--- config.mk ---
export PLATFORM = sky130hd
export DESIGN_NAME = gtp_port
export DESIGN_NICKNAME = d
export VERILOG_FILES = /design/src/hdl/gtp_pkg.sv /design/src/hdl/gtp_port.sv
export VERILOG_INCLUDE_DIRS = /design/src /design/src/hdl
export SDC_FILE = /design/constraint.sdc
export NUM_CORES = 1
export LEC_CHECK = 0
export BUFFER_PORTS_ARGS = -buffer_cell sky130_fd_sc_hd__buf_2
export CORE_MARGIN = 8
export CORE_UTILIZATION = 39
export CTS_BUF_LIST = sky130_fd_sc_hd__clkbuf_16
export CTS_CLUSTER_SIZE = 20
export DETAILED_ROUTE_END_ITERATION = 8
export HOLD_SLACK_MARGIN = 0.03
export PLACE_DENSITY = 0.63
export SLEW_MARGIN = 10
export SYNTH_ARGS = -nofsm -noshare
export SYNTH_HDL_FRONTEND = slang
export SYNTH_SLANG_ARGS = --single-unit
--- constraint.sdc ---
create_clock -name ref_clk -period 2.3 [get_ports ref_clk]
set_input_delay 0.23 -clock ref_clk [delete_from_list [all_inputs] [get_ports ref_clk]]
set_output_delay 0.23 -clock ref_clk [all_outputs]
set_load 0.1 [all_outputs]
--- src/hdl/gtp_map.svh ---
// Register offsets, field positions and reset values of the contact-input and tally port block.
`ifndef GTP_MAP_SVH
`define GTP_MAP_SVH

`define GTP_KEYS 4
`define GTP_KEY_W 2

`define GTP_ADDR_W 8
`define GTP_CFG_BASE 8'h00
`define GTP_STAT_OFF 8'h40
`define GTP_LVL_LSB 16

`define GTP_CFG_W 13
`define GTP_CFG_RST 13'h0000
`define GTP_IFN_LSB 0
`define GTP_IFN_MSB 2
`define GTP_TRIG_BIT 3
`define GTP_IPOL_BIT 4
`define GTP_IKEY_LSB 5
`define GTP_IKEY_MSB 6
`define GTP_TFN_LSB 7
`define GTP_TFN_MSB 9
`define GTP_TPOL_BIT 10
`define GTP_TKEY_LSB 11
`define GTP_TKEY_MSB 12

`define GTP_RESP_OKAY 2'h0
`define GTP_RESP_SLVERR 2'h2

`endif

--- src/hdl/gtp_pkg.sv ---
// Types shared by the contact-input and tally port block.
`include "gtp_map.svh"

package gtp_pkg;

    typedef enum logic [2:0] {
        IN_NONE,
        IN_BG_CUT,
        IN_BG_AUTO,
        IN_KEY_CUT,
        IN_KEY_AUTO,
        IN_FADE_BLACK,
        IN_TIMECODE
    } gtp_in_fn_t;

    typedef enum logic [2:0] {
        TAL_NONE,
        TAL_BG_A,
        TAL_BG_B,
        TAL_EXT_KEY,
        TAL_EXT_ALPHA,
        TAL_KEY,
        TAL_ANY_KEY
    } gtp_tally_fn_t;

    typedef struct packed {
        logic bg_a;
        logic bg_b;
        logic ext_key;
        logic ext_alpha;
        logic [`GTP_KEYS-1:0] key;
    } gtp_on_air_t;

    typedef struct packed {
        logic bg_cut;
        logic bg_auto;
        logic fade_black;
        logic [`GTP_KEYS-1:0] key_cut;
        logic [`GTP_KEYS-1:0] key_auto;
        logic [`GTP_KEYS-1:0] key_take_on;
    } gtp_req_t;

endpackage : gtp_pkg

--- src/hdl/gtp_port.sv ---
// Contact-input trigger and tally-output logic for the shared port pins, with an AXI4-Lite register slave.
//
// The AXI4-Lite interface to the registers and the address map were decided locally.
`timescale 1ns/1ps
`include "gtp_map.svh"

// How it works
// - Input function none ignores the port entirely.
// - Background cut trigger requests an immediate cut.
// - Background auto trigger requests timed transition.
// - Key cut trigger requests cut of selected key.
// - Key auto toggles selected key on/off air.
// - Fade-to-black trigger requests fade to black.
// - Timecode function routes pin, ignores trigger settings.
// - Edge mode fires once per chosen transition.
// - Level mode acts and holds while level active.
// - High polarity means rising edge, high level.
// - Low polarity (default) means falling edge, low.
// - Tally makes pin output; background A tally.
// - Background B tally follows source B on-air.
// - External key tally follows external key on-air.
// - External alpha tally follows alpha on-air.
// - Numbered key tally follows that key on-air.
// - Any-key tally is OR of all keys.
// - Tally none leaves pin undriven, polarity ignored.
// - High tally polarity drives asserted pin high.
// - Low tally polarity drives asserted pin low.
module gtp_port #(
    parameter int NPORT = 4
) (
    input wire logic ref_clk,
    input wire logic reset_n,
    input wire logic [NPORT-1:0] pin_i,
    output logic [NPORT-1:0] pin_o,
    output logic [NPORT-1:0] pin_oe,
    input wire gtp_pkg::gtp_on_air_t on_air,
    output gtp_pkg::gtp_req_t req,
    output logic [NPORT-1:0] level_hold,
    output logic ltc_rx,
    output logic ltc_valid,
    input wire logic [`GTP_ADDR_W-1:0] s_axi_awaddr,
    input wire logic s_axi_awvalid,
    output logic s_axi_awready,
    input wire logic [31:0] s_axi_wdata,
    input wire logic [3:0] s_axi_wstrb,
    input wire logic s_axi_wvalid,
    output logic s_axi_wready,
    output logic [1:0] s_axi_bresp,
    output logic s_axi_bvalid,
    input wire logic s_axi_bready,
    input wire logic [`GTP_ADDR_W-1:0] s_axi_araddr,
    input wire logic s_axi_arvalid,
    output logic s_axi_arready,
    output logic [31:0] s_axi_rdata,
    output logic [1:0] s_axi_rresp,
    output logic s_axi_rvalid,
    input wire logic s_axi_rready
);

    typedef struct packed {
        logic [NPORT-1:0][`GTP_CFG_W-1:0] cfg;
        logic [NPORT-1:0] sync1;
        logic [NPORT-1:0] sync2;
        logic [NPORT-1:0] prev;
        logic [NPORT-1:0] lvl_act;
        logic [NPORT-1:0] pin_o;
        logic [NPORT-1:0] pin_oe;
        gtp_pkg::gtp_req_t req;
        logic ltc_rx;
        logic ltc_valid;
        logic awready;
        logic wready;
        logic aw_have;
        logic w_have;
        logic [`GTP_ADDR_W-1:0] awaddr;
        logic [31:0] wdata;
        logic [3:0] wstrb;
        logic bvalid;
        logic [1:0] bresp;
        logic arready;
        logic rvalid;
        logic [1:0] rresp;
        logic [31:0] rdata;
    } gtp_state_t;

    // Register map as software sees it over the bus.
    // Each port owns one aligned configuration word, starting at the base offset.
    // Port i sits at the base plus four times i, so the map grows with NPORT.
    // Bits two to zero choose the input function of the port.
    // Code zero is no function, and the port then has no effect at all.
    // Code one asks for a cut between the two background sources.
    // Code two asks for a timed transition between the background sources.
    // Code three asks for a cut of the key that the input key field names.
    // Code four asks for a timed transition of that key, on or off air.
    // Code five asks for a fade to black of the output.
    // Code six hands the raw pin level to the timecode receiver.
    // Code seven is not used and raises no request, but in level mode it still sets the level flag.
    // Bit three chooses edge triggering when clear and level triggering when set.
    // Bit four chooses the falling edge or low level when clear.
    // When set, it chooses the rising edge or the high level instead.
    // Bits six and five name the key that the key functions act on.
    // Bits nine to seven choose the tally function of the port.
    // Code zero is no tally, and the pin is then left to the input function.
    // Codes one and two follow the two background sources.
    // Codes three and four follow the external key and the external alpha.
    // Code five follows the key that the tally key field names.
    // Code six follows the OR of all keys.
    // Code seven drives the pin but never shows the tally as asserted.
    // Bit ten chooses the level that an asserted tally drives.
    // Clear drives the pin low when the tally is asserted, set drives it high.
    // Bits twelve and eleven name the key that the numbered key tally follows.
    // Bits above the configuration width read back as zero and ignore writes.
    // Byte lane zero writes the low eight bits, lane one the rest of the word.
    // Lanes two and three carry nothing and are ignored.
    //
    // The status word is read only.
    // Its low bits show the synchronised level of every pin.
    // The bits from the level offset up show which ports hold a level action.
    // A write to it is answered OKAY and changes nothing.
    // Any other address answers SLVERR, and a read of it returns zero.
    //
    // Timing of the pin side.
    // A pin change reaches the second synchroniser stage two edges later.
    // The request pulse then follows one edge after that.
    // A contact that bounces for less than one cycle may be lost.
    // That is the price of the synchroniser, which keeps metastable levels out.
    // Contacts are slow, so the lost pulses do not matter in practice.
    // Tally outputs follow the on-air flags one edge after they change.
    // A change of configuration also takes effect one edge after the write.
    //
    // Requests are pulses of one cycle each.
    // The switcher that takes them holds whatever state they cause.
    // Ports that share an action are ORed into one pulse.
    // Two ports that fire in one cycle thus cause only one transition.
    // For the key auto request, the take-on flag tells the direction.
    // It is set when the key was off air, so the transition brings it on.
    // It is clear when the key was on air, so the transition takes it off.
    //
    // Level mode raises one pulse when the input enters its active level.
    // It then holds the level flag until the input leaves that level.
    // Enabling level mode while the level already stands also fires once.
    // The switcher sees the flag and keeps the action in place meanwhile.
    //
    // A tally function takes the pin over as an output.
    // The input function of the same port is then set aside entirely.
    // Its level flag is cleared, so no action is held by a driven pin.
    // The pin reads back its own drive through the far side, which is harmless.
    //
    // Timing of the register bus.
    // Address and data of a write may come in either order.
    // The response rises one cycle after the later of the two is taken.
    // Both readies stay low until the response has been accepted.
    // A read is answered one cycle after its address is taken.
    // The read ready stays low until the read data has been accepted.
    // Only one write and one read are under way at any time.
    // This keeps the slave small, at the cost of a few idle cycles per access.
    // Software on this port writes rarely, so the cost does not matter.
    //
    // All state sits in one packed record that is registered as a whole.
    // The reset value of every field is zero.
    // That gives every port no input function and no tally after reset.
    gtp_state_t q;
    gtp_state_t d;

    // True when an address selects the configuration word of an existing port.
    function automatic logic cfg_hit(input logic [`GTP_ADDR_W-1:0] a);
        cfg_hit = (a[1:0] == 2'h0) && (a >= `GTP_CFG_BASE) && ((a - `GTP_CFG_BASE) < (`GTP_ADDR_W)'(NPORT * 4));
    endfunction : cfg_hit

    always_comb begin
        logic act;
        logic was;
        logic fire;
        logic tal;
        logic tpol;
        logic [`GTP_KEY_W-1:0] kn;
        logic [`GTP_ADDR_W-1:0] idx;
        gtp_pkg::gtp_in_fn_t ifn;
        gtp_pkg::gtp_tally_fn_t tfn;
        act = 1'b0;
        was = 1'b0;
        fire = 1'b0;
        tal = 1'b0;
        tpol = 1'b0;
        kn = '0;
        idx = '0;
        ifn = gtp_pkg::IN_NONE;
        tfn = gtp_pkg::TAL_NONE;
        d = q;

        // The first stage is copied only into the second; all logic below reads sync2 and prev.
        d.sync1 = pin_i;
        d.sync2 = q.sync1;
        d.prev = q.sync2;

        // Requests are single-cycle pulses; the switcher keeps whatever state they cause.
        d.req = '0;
        d.ltc_rx = 1'b0;
        d.ltc_valid = 1'b0;

        for (int i = 0; i < NPORT; i++) begin
            ifn = gtp_pkg::gtp_in_fn_t'(q.cfg[i][`GTP_IFN_MSB:`GTP_IFN_LSB]);
            tfn = gtp_pkg::gtp_tally_fn_t'(q.cfg[i][`GTP_TFN_MSB:`GTP_TFN_LSB]);
            tpol = q.cfg[i][`GTP_TPOL_BIT];
            d.pin_o[i] = 1'b0;
            d.pin_oe[i] = 1'b0;
            d.lvl_act[i] = 1'b0;

            // A tally function owns the shared pin; the input function is then set aside.
            if (tfn != gtp_pkg::TAL_NONE) begin
                kn = q.cfg[i][`GTP_TKEY_MSB:`GTP_TKEY_LSB];
                unique case (tfn)
                    gtp_pkg::TAL_BG_A: tal = on_air.bg_a;
                    gtp_pkg::TAL_BG_B: tal = on_air.bg_b;
                    gtp_pkg::TAL_EXT_KEY: tal = on_air.ext_key;
                    gtp_pkg::TAL_EXT_ALPHA: tal = on_air.ext_alpha;
                    gtp_pkg::TAL_KEY: tal = on_air.key[kn];
                    gtp_pkg::TAL_ANY_KEY: tal = |on_air.key;
                    default: tal = 1'b0;
                endcase
                d.pin_oe[i] = 1'b1;
                d.pin_o[i] = tpol ? tal : !tal;
            end else begin
                // With no tally the pin is released and the tally polarity has no effect.
                d.pin_oe[i] = 1'b0;
                kn = q.cfg[i][`GTP_IKEY_MSB:`GTP_IKEY_LSB];
                if (q.cfg[i][`GTP_IPOL_BIT]) begin
                    act = q.sync2[i];
                    was = q.prev[i];
                end else begin
                    act = !q.sync2[i];
                    was = !q.prev[i];
                end
                if (q.cfg[i][`GTP_TRIG_BIT]) begin
                    // Level mode fires on entry to the active level, also when the port is
                    // configured while the level already stands, and then holds until it changes.
                    fire = act && !q.lvl_act[i];
                end else begin
                    fire = act && !was;
                end
                unique case (ifn)
                    gtp_pkg::IN_NONE: begin
                        fire = 1'b0;
                    end
                    gtp_pkg::IN_BG_CUT: begin
                        d.req.bg_cut = d.req.bg_cut | fire;
                    end
                    gtp_pkg::IN_BG_AUTO: begin
                        d.req.bg_auto = d.req.bg_auto | fire;
                    end
                    gtp_pkg::IN_KEY_CUT: begin
                        d.req.key_cut[kn] = d.req.key_cut[kn] | fire;
                    end
                    gtp_pkg::IN_KEY_AUTO: begin
                        d.req.key_auto[kn] = d.req.key_auto[kn] | fire;
                        d.req.key_take_on[kn] = d.req.key_take_on[kn] | (fire && !on_air.key[kn]);
                    end
                    gtp_pkg::IN_FADE_BLACK: begin
                        d.req.fade_black = d.req.fade_black | fire;
                    end
                    gtp_pkg::IN_TIMECODE: begin
                        // Raw pin level, with trigger and polarity settings bypassed.
                        d.ltc_rx = d.ltc_rx | q.sync2[i];
                        d.ltc_valid = 1'b1;
                        fire = 1'b0;
                    end
                    default: begin
                        fire = 1'b0;
                    end
                endcase
                d.lvl_act[i] = q.cfg[i][`GTP_TRIG_BIT] && act && (ifn != gtp_pkg::IN_NONE)
                    && (ifn != gtp_pkg::IN_TIMECODE);
            end
        end

        // Write path: address and data are taken in either order, the response follows both.
        if (s_axi_awvalid && q.awready) begin
            d.aw_have = 1'b1;
            d.awaddr = s_axi_awaddr;
        end
        if (s_axi_wvalid && q.wready) begin
            d.w_have = 1'b1;
            d.wdata = s_axi_wdata;
            d.wstrb = s_axi_wstrb;
        end
        if (q.bvalid && s_axi_bready) begin
            d.bvalid = 1'b0;
        end
        if (d.aw_have && d.w_have && !d.bvalid) begin
            d.aw_have = 1'b0;
            d.w_have = 1'b0;
            d.bvalid = 1'b1;
            d.bresp = `GTP_RESP_OKAY;
            if (cfg_hit(d.awaddr)) begin
                idx = (d.awaddr - `GTP_CFG_BASE) >> 2;
                for (int i = 0; i < NPORT; i++) begin
                    if (idx == (`GTP_ADDR_W)'(i)) begin
                        if (d.wstrb[0]) begin
                            d.cfg[i][7:0] = d.wdata[7:0];
                        end
                        if (d.wstrb[1]) begin
                            d.cfg[i][`GTP_CFG_W-1:8] = d.wdata[`GTP_CFG_W-1:8];
                        end
                    end
                end
            end else if (d.awaddr != `GTP_STAT_OFF) begin
                d.bresp = `GTP_RESP_SLVERR;
            end
        end
        // Ready is registered, so a new beat is refused while one is held or a response waits.
        d.awready = !d.aw_have && !d.bvalid;
        d.wready = !d.w_have && !d.bvalid;

        // Read path: one read under way, answered in the cycle after the address is taken.
        if (q.rvalid && s_axi_rready) begin
            d.rvalid = 1'b0;
        end
        if (s_axi_arvalid && q.arready) begin
            d.rvalid = 1'b1;
            d.rresp = `GTP_RESP_OKAY;
            d.rdata = '0;
            if (cfg_hit(s_axi_araddr)) begin
                idx = (s_axi_araddr - `GTP_CFG_BASE) >> 2;
                for (int i = 0; i < NPORT; i++) begin
                    if (idx == (`GTP_ADDR_W)'(i)) begin
                        d.rdata[`GTP_CFG_W-1:0] = q.cfg[i];
                    end
                end
            end else if (s_axi_araddr == `GTP_STAT_OFF) begin
                d.rdata[NPORT-1:0] = q.sync2;
                d.rdata[`GTP_LVL_LSB +: NPORT] = q.lvl_act;
            end else begin
                d.rresp = `GTP_RESP_SLVERR;
            end
        end
        d.arready = !d.rvalid;
    end

    always_ff @(posedge ref_clk or negedge reset_n) begin
        if (!reset_n) begin
            q <= '0;
        end else begin
            q <= d;
        end
    end

    assign pin_o = q.pin_o;
    assign pin_oe = q.pin_oe;
    assign req = q.req;
    assign level_hold = q.lvl_act;
    assign ltc_rx = q.ltc_rx;
    assign ltc_valid = q.ltc_valid;
    assign s_axi_awready = q.awready;
    assign s_axi_wready = q.wready;
    assign s_axi_bresp = q.bresp;
    assign s_axi_bvalid = q.bvalid;
    assign s_axi_arready = q.arready;
    assign s_axi_rdata = q.rdata;
    assign s_axi_rresp = q.rresp;
    assign s_axi_rvalid = q.rvalid;

endmodule : gtp_port

==> impl_metrics.env, run 1 <==
export IMPL_worst_setup_path_type="reg -> reg"
export IMPL_ir_worst_vdd_mv=0.530
export IMPL_ys_seq_area_share_pct=46.8
export IMPL_io_pins=141
export IMPL_avgRoutedWirePerCell_um=19.2
export IMPL_die_w_um=156
export IMPL_cp_data_arrival_time_ns=2.57
export IMPL_synth_edf_count=0
export IMPL_status="finished, final reports clean"
export IMPL_tightest_slew_ns=0.704
export IMPL_start_kind="flip-flop"
export IMPL_fp_dieH_um=156
export IMPL_dpl_hpwl_um=15100
export IMPL_synth_ff_type="dfrtp_1"
export IMPL_htreeDepth=4
export IMPL_final_cells=1037
export IMPL_async_flop_share_pct=100
export IMPL_setup_viol_count_final=0
export IMPL_core_area_um2=19300
export IMPL_syn_avg_cell_area_um2=11.6
export IMPL_worst_hold_slack_ns=0.0523
export IMPL_grt_pass1_vias=5686
export IMPL_grt_first_pass_wirelength_um=31900
export IMPL_cts_reportedPaths_clkPinSlew_ns=0.06
export IMPL_syn_to_final_growth_pct=18.5
export IMPL_synth_warnings=0
export IMPL_fin_setup_tns_ns=0
export IMPL_critPathMaxFanout=7
export IMPL_nNetsFinal=830
export IMPL_drt_first_iter_violations=428
export IMPL_grt_antenna_before_repair=4
export IMPL_drv_slew=0
export IMPL_synthCells=653
export IMPL_cp_required_ns=2.61
export IMPL_grt_overflow_total=0
export IMPL_gp_congestion=0.918
export IMPL_fin_skew_ns=0.00931
export IMPL_ys_types=77
export IMPL_start_util_pct=39.4
export IMPL_fmax_mhz=441
export IMPL_rsz0062_at_grt="no"
export IMPL_place_ws_ns=0.0628
export IMPL_fin_ws_ns=0.0340
export IMPL_power_mw=8.49
export IMPL_clock_latency_ns=0.42
export IMPL_viasPerCell=5.28
export IMPL_clockBufferDepth=2
export IMPL_clock_sinks=142
export IMPL_grtUsageTotal_pct=17.0
export IMPL_drtPass1Iterations=5
export IMPL_synth_seq_cells=142
export IMPL_grt_start_max_net_pins=49
export IMPL_ant_nets=0
export IMPL_maxCapViolations=0
export IMPL_hold_viol=0
export IMPL_cts_root_buf="clkbuf_16"
export IMPL_fp_dieArea_um2=24200
export IMPL_total_leakage_power_nw=4.35
export IMPL_dp_cells=999
export IMPL_rows=51
export IMPL_finalCritPeriodShare_pct=98.5
export IMPL_slew_headroom_pct=53.0
export IMPL_tritoncts="yes"
export IMPL_port_buffers=102
export IMPL_cts_buffers_inserted=17
export IMPL_drt_wl_total_um=19900
export IMPL_drc=0
export IMPL_cp_end_kind="flip-flop"
export IMPL_synth_cell_area_um2=7590
export IMPL_period_needed_ns=2.27
export IMPL_final_layout_size_suffix_gt1_share_pct=38.7
export IMPL_p_per_area_nw_per_um2=943
export IMPL_route_vias_total=5473
export IMPL_min_path_type="in -> reg"
kinds of logic after synthesis:
family | Yosys count | synth area share [%]
mux | 103 | 17.8
compound gates | 113 | 11.1
other cells | 1 | 0.0494
buf+inv | 114 | 8.86
xor+xnor | 16 | 1.85
flops | 142 | 46.8
simple gates | 164 | 13.6
per-stage QoR:
stage / area, um^2 / util [%]
6_report: 9000 / 46.7
5_1_grt: 9000 / 46.7
4_1_cts: 8990 / 46.7
3_5_place_dp: 8350 / 43.4
3_3_place_gp: 8350 / 43.4
2_1_floorplan: 7670 / -
final cells by class:
| type | count | area (um^2) |
|---|---|---|
| diodes | 1 | 2.50 |
| repair buffers | 163 | 1000 |
| clock buffers | 17 | 425 |
| inverters | 22 | 82.6 |
| multi-input cells | 413 | 3440 |
| clock inverters | 14 | 151 |
| flip-flops and latches | 142 | 3560 |
| fillers | 1793 | 10300 |
| well taps | 265 | 332 |
what timing repair did:
action | 4_1_cts | 5_1_grt
setup endpoints to repair | 0 | 1
hold endpoints to repair | 49 | 0
gates resized for setup | 0 | 1
hold buffers | 6 | 0
setup buffers | 0 | 0
power breakdown:
group          switching, mW  leakage [nW]  internal (mW)
Sequential             0.260          1.88           2.92
Combinational           1.78          2.19          0.818
Clock                   1.03         0.286           1.68
metal layers:
metal | vias up | GRT usage (%) | wire (um)
li1 | 2531 | - | -
met1 | 2666 | 21.8 | 8720
met2 | 232 | 27.0 | 9100
met3 | 36 | 4.68 | 1660
met4 | 8 | 6.61 | 386
met5 | - | 0 | 41
state kept, by name (all words and copies together) (netlist names):
| register | cells |
|---|---|
| s_axi_arready | 1 |
| s_axi_awready | 1 |
| s_axi_wready | 1 |
| pin_o | 4 |
| s_axi_bvalid | 1 |
| pin_oe | 4 |
| q | 81 |
| d | 8 |
| ltc_rx | 1 |
| s_axi_rdata | 17 |
| s_axi_rresp | 1 |
| s_axi_rvalid | 1 |
| ltc_valid | 1 |
| req | 15 |
| s_axi_bresp | 1 |
| level_hold | 4 |
Yosys cell counts (all sizes together) (3+ instances only):
cell	instances	area share (%)
a211oi	5	0.56
a21o	7	0.69
a21oi	17	1.2
a22o	13	1.5
a22oi	6	0.59
a31oi	8	0.66
and3	3	0.25
buf	71	6.7
clkbuf	21	1.0
dfrtp	142	47
inv	22	1.1
mux2	71	11
mux2i	14	1.9
mux4	18	5.3
nand2	24	1.2
nand2b	5	0.41
nand3	20	1.5
nand3b	7	0.86
nand4	10	0.82
nor2	37	2.9
nor2b	15	1.2
nor3	11	1.2
nor3b	4	0.40
nor4	5	0.41
o211ai	12	1.3
o21ai	17	1.2
o311ai	3	0.35
o31ai	5	0.68
or3	8	0.66
xnor2	7	0.81
xor2	9	1.0
cells in the final DEF (no fill, tap or decap), types with 5 or more instances in the layout:
cell           count
nand4_1           10
dfrtp_1          139
a31oi_1            8
or3_1              8
nand3_1           19
a21oi_1           16
nor2b_1           15
nor3_1             7
nand2b_1           5
mux4_2            18
mux2_2            68
buf_2            101
o21ai_0           14
nand3b_1           6
a22o_1            13
xor2_1             9
a21o_1             7
conb_1            17
mux2i_1           13
inv_1             23
nor2_1            29
nor2_4             6
buf_4             54
o211ai_1          11
clkbuf_16         17
a22oi_1            6
dlygate4sd3_1      6
xnor2_1            7
nand2_1           24
worst max-delay path, cell delays in order, from the launching register on:
cell,delay (ns)
dfrtp_1,0.50
nor4_1,0.45
and4b_1,0.38
o211ai_1,0.13
a311o_1,0.36
a21o_1,0.17
a21o_1,0.16
path summary, 6_finish.rpt:
kind | startpoint | to | slack [ns] | cells past startpoint
worst max-delay path | q[143] | req[8] | 0.03 | 6
worst min-delay path | s_axi_awaddr[0] | q[75] | 0.05 | 2
worst max register to register | q[143] | req[8] | 0.03 | 6
worst min register to register | d[122] | d[118] | 0.35 | 0
max in group asynchronous | reset_n | pin_o[1] | 1.36 | 3
min in group asynchronous | reset_n | s_axi_bvalid | 0.30 | 2
Power figures use the tool's default switching activity.
==> run 2, diff against run 1 <==
- CORE_UTILIZATION: 39 -> 31
- MAX_ROUTING_LAYER: unset -> met4
- PLACE_DENSITY: 0.63 -> 0.54
==> run 2 against run 1 <==
  * Flip-flop and latch count is the same
  * Register-to-register slack gained 0.07 ns
  * Core utilization shrank 9.1 points
  * Clock power grew 7.7%
  * Clock-buffer cell count is the same
  * Global-route usage shrank 2.6 points
  * Non-clock buffer count shrank 10
  * Cell count grew 5.3%
  * Sequential power is essentially flat
  * Worst setup slack gained 0.070 ns
  * Largest cell class unchanged
  * Clock skew grew 0.0026 ns
==> impl_metrics.env, run 2 (synthesized netlist as in run 1, its figures left out) <==
export IMPL_clock_sinks=142
export IMPL_drt_wl_total_um=20500
export IMPL_grt_antenna_before_repair=6
export IMPL_avgRoutedWirePerCell_um=18.8
export IMPL_io_pins=141
export IMPL_fill_cells=2369
export IMPL_grt_start_max_net_pins=83
export IMPL_finalCritPeriodShare_pct=95.5
export IMPL_top_layer="met4"
export IMPL_core_area_um2=24200
export IMPL_tritoncts="yes"
export IMPL_grt_pass1_vias=5575
export IMPL_die_w_um=173
export IMPL_setup_viol_count_final=0
export IMPL_port_buffers=102
export IMPL_final_layout_size_suffix_gt1_share_pct=38.2
export IMPL_cts_root_buf="clkbuf_16"
export IMPL_fmax_mhz=455
export IMPL_gp_congestion=0.925
export IMPL_m1WireLength_um=9630
export IMPL_critPathMaxFanout=8
export IMPL_clock_latency_ns=0.42
export IMPL_grt_overflow_total=0
export IMPL_hold_viol=0
export IMPL_multi_input_area_um2=3440
export IMPL_cp_end_kind="flip-flop"
export IMPL_drc=0
export IMPL_tightest_slew_ns=0.753
export IMPL_min_path_type="in -> reg"
export IMPL_clockBufferDepth=2
export IMPL_viasPerCell=4.93
export IMPL_seq_area_um2=3560
export IMPL_htreeDepth=4
export IMPL_cts_reportedPaths_clkPinSlew_ns=0.06
export IMPL_ir_worst_vdd_mv=0.535
export IMPL_nNetsFinal=820
export IMPL_worst_setup_path_type="reg -> reg"
export IMPL_grt_first_pass_wirelength_um=33100
export IMPL_wl_met2_um=9290
export IMPL_fin_area_um2=9080
export IMPL_dpl_hpwl_um=15400
export IMPL_total_leakage_power_nw=4.34
export IMPL_start_util_pct=31.4
export IMPL_period_needed_ns=2.20
export IMPL_rsz0062_at_grt="no"
export IMPL_fp_dieH_um=173
export IMPL_fp_dieArea_um2=29800
export IMPL_grtUsageTotal_pct=14.4
export IMPL_maxCapViolations=0
export IMPL_drt_first_iter_violations=462
export IMPL_p_per_area_nw_per_um2=958
export IMPL_top_register="q"
export IMPL_final_cell_mix="dfrtp_1 (139), buf_2 (101), mux2_2 (68)"
export IMPL_final_common_cell="dfrtp_1"
export IMPL_cp_data_arrival_time_ns=2.49
export IMPL_start_kind="flip-flop"
export IMPL_fin_skew_ns=0.0120
export IMPL_drtPass1Iterations=5
export IMPL_route_met3_wl_um=1280
export IMPL_drv_slew=0
export IMPL_placed_area_um2=8390
export IMPL_largest_reg_flops=81
export IMPL_slew_headroom_pct=49.3
export IMPL_ant_nets=0
export IMPL_syn_to_final_growth_pct=19.6
export IMPL_route_vias_total=5379
export IMPL_cts_buffers_inserted=17
export IMPL_cp_required_ns=2.60
export IMPL_rows=57
export IMPL_status="finished, final reports clean"
export IMPL_fin_setup_tns_ns=0
-- run 2: cell count changes in the layout (fill, tap and decap cells not counted) --
| cell | previous run | this run |
|---|---|---|
| clkinv_4 | 2 | 3 |
| clkinv_2 | 1 | 2 |
| diode_2 | 1 | 6 |
| bufinv_16 | 3 | 4 |
| buf_12 | 1 | 4 |
| clkinv_1 | 4 | 2 |
| nor4_2 | 1 | 0 |
| inv_1 | 23 | 22 |
| nor4_1 | 4 | 5 |
| inv_6 | 1 | 3 |
| buf_4 | 54 | 41 |
| clkinvlp_4 | 1 | 0 |
-- run 2: critical path: stages (launching register included) --
cell and delay [ns]:
dfrtp_2 0.40, nor2b_1 0.15, or2_2 0.31, or3_1 0.49, nor2_4 0.34, mux2_2 0.38
-- run 2: layout make-up --
| type | instances | share of cell area, % |
|---|---|---|
| sequential | 142 | 39.2 |
| multi-input combinational | 413 | 37.8 |
| timing repair buffer | 153 | 10.6 |
| clock buffer | 17 | 4.68 |
| tap | 324 | 4.46 |
| clock inverter | 15 | 2.13 |
| inverter | 22 | 0.909 |
| antenna | 6 | 0.165 |
-- run 2: report_power, final --
group          internal, mW  total, mW  switching (mW)
registers              2.92       3.19           0.272
logic                 0.806       2.59            1.78
clock network          1.81       2.92            1.10
-- run 2: per-stage QoR --
stage / total power [mW] / util [%] / setup WS [ns] / hold WS [ns] / std cells
2_1_floorplan: 5.16 / - / 0.0155 / -0.0656 / 669
3_3_place_gp: 5.80 / 34.7 / 0.0762 / 0.0216 / 1048
3_5_place_dp: 5.82 / 34.7 / 0.0540 / 0.0211 / 1048
4_1_cts: 8.78 / 37.5 / 0.111 / 0.0354 / 1086
5_1_grt: 9.12 / 37.6 / 0.0139 / 0.0533 / 1092
6_report: 8.70 / 37.6 / 0.104 / 0.0593 / 1092
-- run 2: what timing repair did --
item,CTS,global route
gates resized for setup,0,0
hold buffers,6,0
endpoints found under the hold margin,147,0
buffers inserted,0,0
-- run 2: path summary, 6_finish.rpt --
check	from	endpoint	slack (ns)	cells after the start
max in group asynchronous	reset_n	s_axi_rdata[5]	1.50	3
worst max-delay path	s_axi_bvalid	q[141]	0.10	5
worst max register to register	s_axi_bvalid	q[141]	0.10	5
worst min register to register	d[122]	d[118]	0.35	0
min in group asynchronous	reset_n	q[76]	0.15	2
worst min-delay path	s_axi_awaddr[7]	q[82]	0.06	2
-- run 2: metal layers --
metal	vias to the layer above	GRT usage (%)
met5	-	-
met4	0	5.44
li1	2522	-
met2	200	21.5
met3	23	3.61
met1	2634	18.6
==> run 3, diff against run 2 <==
- ABC_AREA: unset -> 1
- PLACE_DENSITY: 0.54 -> 0.53
==> run 3 against run 2 <==
  * The run now ends with setup timing left
  * Design area is 14% higher
  * Clock power is 7.2% higher
  * Flip-flop and latch count stayed put
  * Sequential power hardly changed
  * Non-clock buffer count is 58 higher
  * Core utilization is 3.5 points higher
  * Critical path type unchanged
  * Critical endpoint is now req[3]
  * Highest routed layer unchanged
==> impl_metrics.env, run 3 <==
export IMPL_cts_root_buf="clkbuf_16"
export IMPL_clock_sinks=142
export IMPL_synth_top_cell_area_share_pct=44.7
export IMPL_die_w_um=176
export IMPL_fill_cells=2572
export IMPL_dpl_hpwl_um=19000
export IMPL_synth_most_common_cell="nand2_1"
export IMPL_synth_area_top_cells="dfrtp_1 (45%), nand2_1 (11%), buf_4 (6.3%), o21ai_0 (5.8%), inv_1 (5.8%)"
export IMPL_fin_skew_ns=0.0116
export IMPL_final_layout_size_suffix_gt1_share_pct=30.6
export IMPL_synth_seq_cells=142
export IMPL_clock_latency_ns=0.43
export IMPL_p_per_area_nw_per_um2=912
export IMPL_nNetsFinal=1250
export IMPL_hold_viol=0
export IMPL_synth_ff_type="dfrtp_1"
export IMPL_cp_required_ns=2.62
export IMPL_cts_reportedPaths_clkPinSlew_ns=0.06
export IMPL_tightest_slew_ns=0.705
export IMPL_syn_avg_cell_area_um2=7.88
export IMPL_grt_overflow_total=0
export IMPL_cp_data_arrival_time_ns=2.69
export IMPL_violations="setup timing"
export IMPL_internal_power_mw=5.72
export IMPL_rsz0062_at_grt="yes"
export IMPL_setup_viol_count_final=7
export IMPL_ys_types=49
export IMPL_final_cell_mix="nand2_1 (201), dfrtp_1 (140), inv_1 (119)"
export IMPL_port_buffers=102
export IMPL_post_route_util_pct=41.1
export IMPL_grt_antenna_before_repair=0
export IMPL_multi_input_area_um2=3770
export IMPL_viasPerCell=4.76
export IMPL_finalCritPeriodShare_pct=103
export IMPL_critPathMaxFanout=5
export IMPL_gp_congestion=0.877
export IMPL_cts_buffers_inserted=17
export IMPL_period_needed_ns=2.37
export IMPL_async_flop_share_pct=100
export IMPL_fp_dieArea_um2=31000
export IMPL_route_vias_total=7242
export IMPL_top_register="q"
export IMPL_min_path_type="in -> reg"
export IMPL_drtPass1Iterations=7
export IMPL_final_common_cell="nand2_1"
export IMPL_fin_ws_ns=-0.0698
export IMPL_swShare_pct=39.5
export IMPL_fin_setup_tns_ns=-0.282
export IMPL_fin_area_um2=10400
export IMPL_synth_cell_area_um2=7950
export IMPL_maxCapViolations=0
export IMPL_clockPowerShare_pct=33.1
export IMPL_io_pins=141
export IMPL_clockBufferDepth=2
export IMPL_worst_setup_path_type="reg -> reg"
export IMPL_drt_wl_total_um=25000
export IMPL_grt_first_pass_wirelength_um=39500
export IMPL_pwr_share_comb_pct=32.8
export IMPL_drv_slew=0
export IMPL_fmax_mhz=422
export IMPL_status="finished, violations left"
export IMPL_ir_worst_vdd_mv=0.429
export IMPL_grt_start_max_net_pins=59
export IMPL_place_ws_ns=-0.127
export IMPL_htreeDepth=4
export IMPL_largest_reg_flops=81
export IMPL_seq_area_um2=3560
export IMPL_synth_commonest_cells="nand2_1 (226), dfrtp_1 (142), inv_1 (122)"
export IMPL_insertedDiodeCount=0
export IMPL_ys_seq_area_share_pct=44.7
export IMPL_rows=58
export IMPL_power_mw=9.45
export IMPL_drc=0
export IMPL_synth_edf_count=0
export IMPL_synth_top_area_cell="dfrtp_1"
export IMPL_power_frac_seq_pct=34.1
export IMPL_drt_first_iter_violations=510
export IMPL_syn_to_final_growth_pct=30.2
export IMPL_grt_pass1_vias=7338
export IMPL_total_leakage_power_nw=5.09
export IMPL_synthCells=1010
export IMPL_synth_warnings=0
export IMPL_slew_headroom_pct=53.0
export IMPL_placed_area_um2=9070
export IMPL_start_kind="flip-flop"
export IMPL_tritoncts="yes"
export IMPL_ant_nets=0
export IMPL_fp_dieH_um=176
export IMPL_dp_cells=1459
export IMPL_cp_end_kind="flip-flop"
export IMPL_core_area_um2=25200
export IMPL_grtUsageTotal_pct=16.7
export IMPL_avgRoutedWirePerCell_um=16.4
export IMPL_switchingPower_mw=3.73
export IMPL_start_util_pct=31.6
export IMPL_worst_hold_slack_ns=0.0546
export IMPL_final_cells=1522
run 3: cell count changes after synthesis, moves of 18 or more:
cell	change
nand3_1	+33
mux2_2	-68
inv_1	+101
nand2_1	+202
o21ai_0	+78
nor3_1	+21
mux4_2	-18
nor2_1	+50
run 3: final cells by class:
type | count | share of cell area, %
tap | 330 | 3.99
multi-input combinational | 677 | 36.4
clock inverter | 15 | 2.25
clock buffer | 17 | 4.11
timing repair buffer | 211 | 14.2
sequential | 142 | 34.4
inverter | 130 | 4.74
run 3: critical path, cell delays in order, from the launching register on:
cell,delay [ns]
dfrtp_1,0.40
inv_2,0.09
nand2_2,0.06
nand2_2,0.09
nand2_4,0.10
nand3_2,0.11
nor3_1,0.05
nor2_1,0.16
nand2_1,0.07
nand2_1,0.07
nand2_2,0.10
a21boi_2,0.20
nor2_2,0.07
nor2_4,0.18
nand3_2,0.12
nand3_2,0.10
nand3_4,0.09
o21bai_1,0.15
nand2_1,0.07
run 3: path summary, 6_finish.rpt:
| path | start | to | slack (ns) | depth (start not counted) |
|---|---|---|---|---|
| worst max-delay path | q[132] | req[3] | -0.07 | 18 |
| worst min-delay path | s_axi_rready | s_axi_arready | 0.05 | 3 |
| worst max register to register | q[132] | req[3] | -0.07 | 18 |
| worst min register to register | d[121] | d[117] | 0.35 | 0 |
| max in group asynchronous | reset_n | req[11] | 1.35 | 3 |
| min in group asynchronous | reset_n | q[55] | 0.28 | 2 |
run 3: power by group through the flow:
stage	sequential [mW]	combinational, mW	clock, mW
floorplan	3.43	1.89	0
global placement	3.24	2.88	0
detailed placement	3.25	2.89	0
CTS	3.21	2.97	3.20
global route	3.28	3.38	3.29
finish	3.22	3.10	3.13
run 3: repair_timing:
action | 4_1_cts | 5_1_grt
hold buffers | 9 | 0
endpoints found under the setup margin | 12 | 65
cloned | 0 | 1
pin swaps | 13 | 33
resized for setup | 28 | 66
endpoints found under the hold margin | 45 | 0
buffers inserted | 14 | 8
run 3: layer usage:
metal | vias to the layer above | track usage [%] | wire (um)
li1 | 3584 | - | -
met1 | 3437 | 20.5 | 10900
met2 | 180 | 27.0 | 12000
met3 | 41 | 3.25 | 1400
met4 | 0 | 5.86 | 650
met5 | - | - | 0
run 3: cell families (layout without fill, tap and decap cells):
family | after synthesis | after routing | synth area share [%]
mux | 4 | 4 | 0.503
other cells | 1 | 17 | 0.0471
simple gates | 471 | 471 | 27.9
xor+xnor | 5 | 5 | 0.551
buf+inv | 207 | 373 | 13.0
compound gates | 180 | 180 | 13.4
flops | 142 | 142 | 44.7
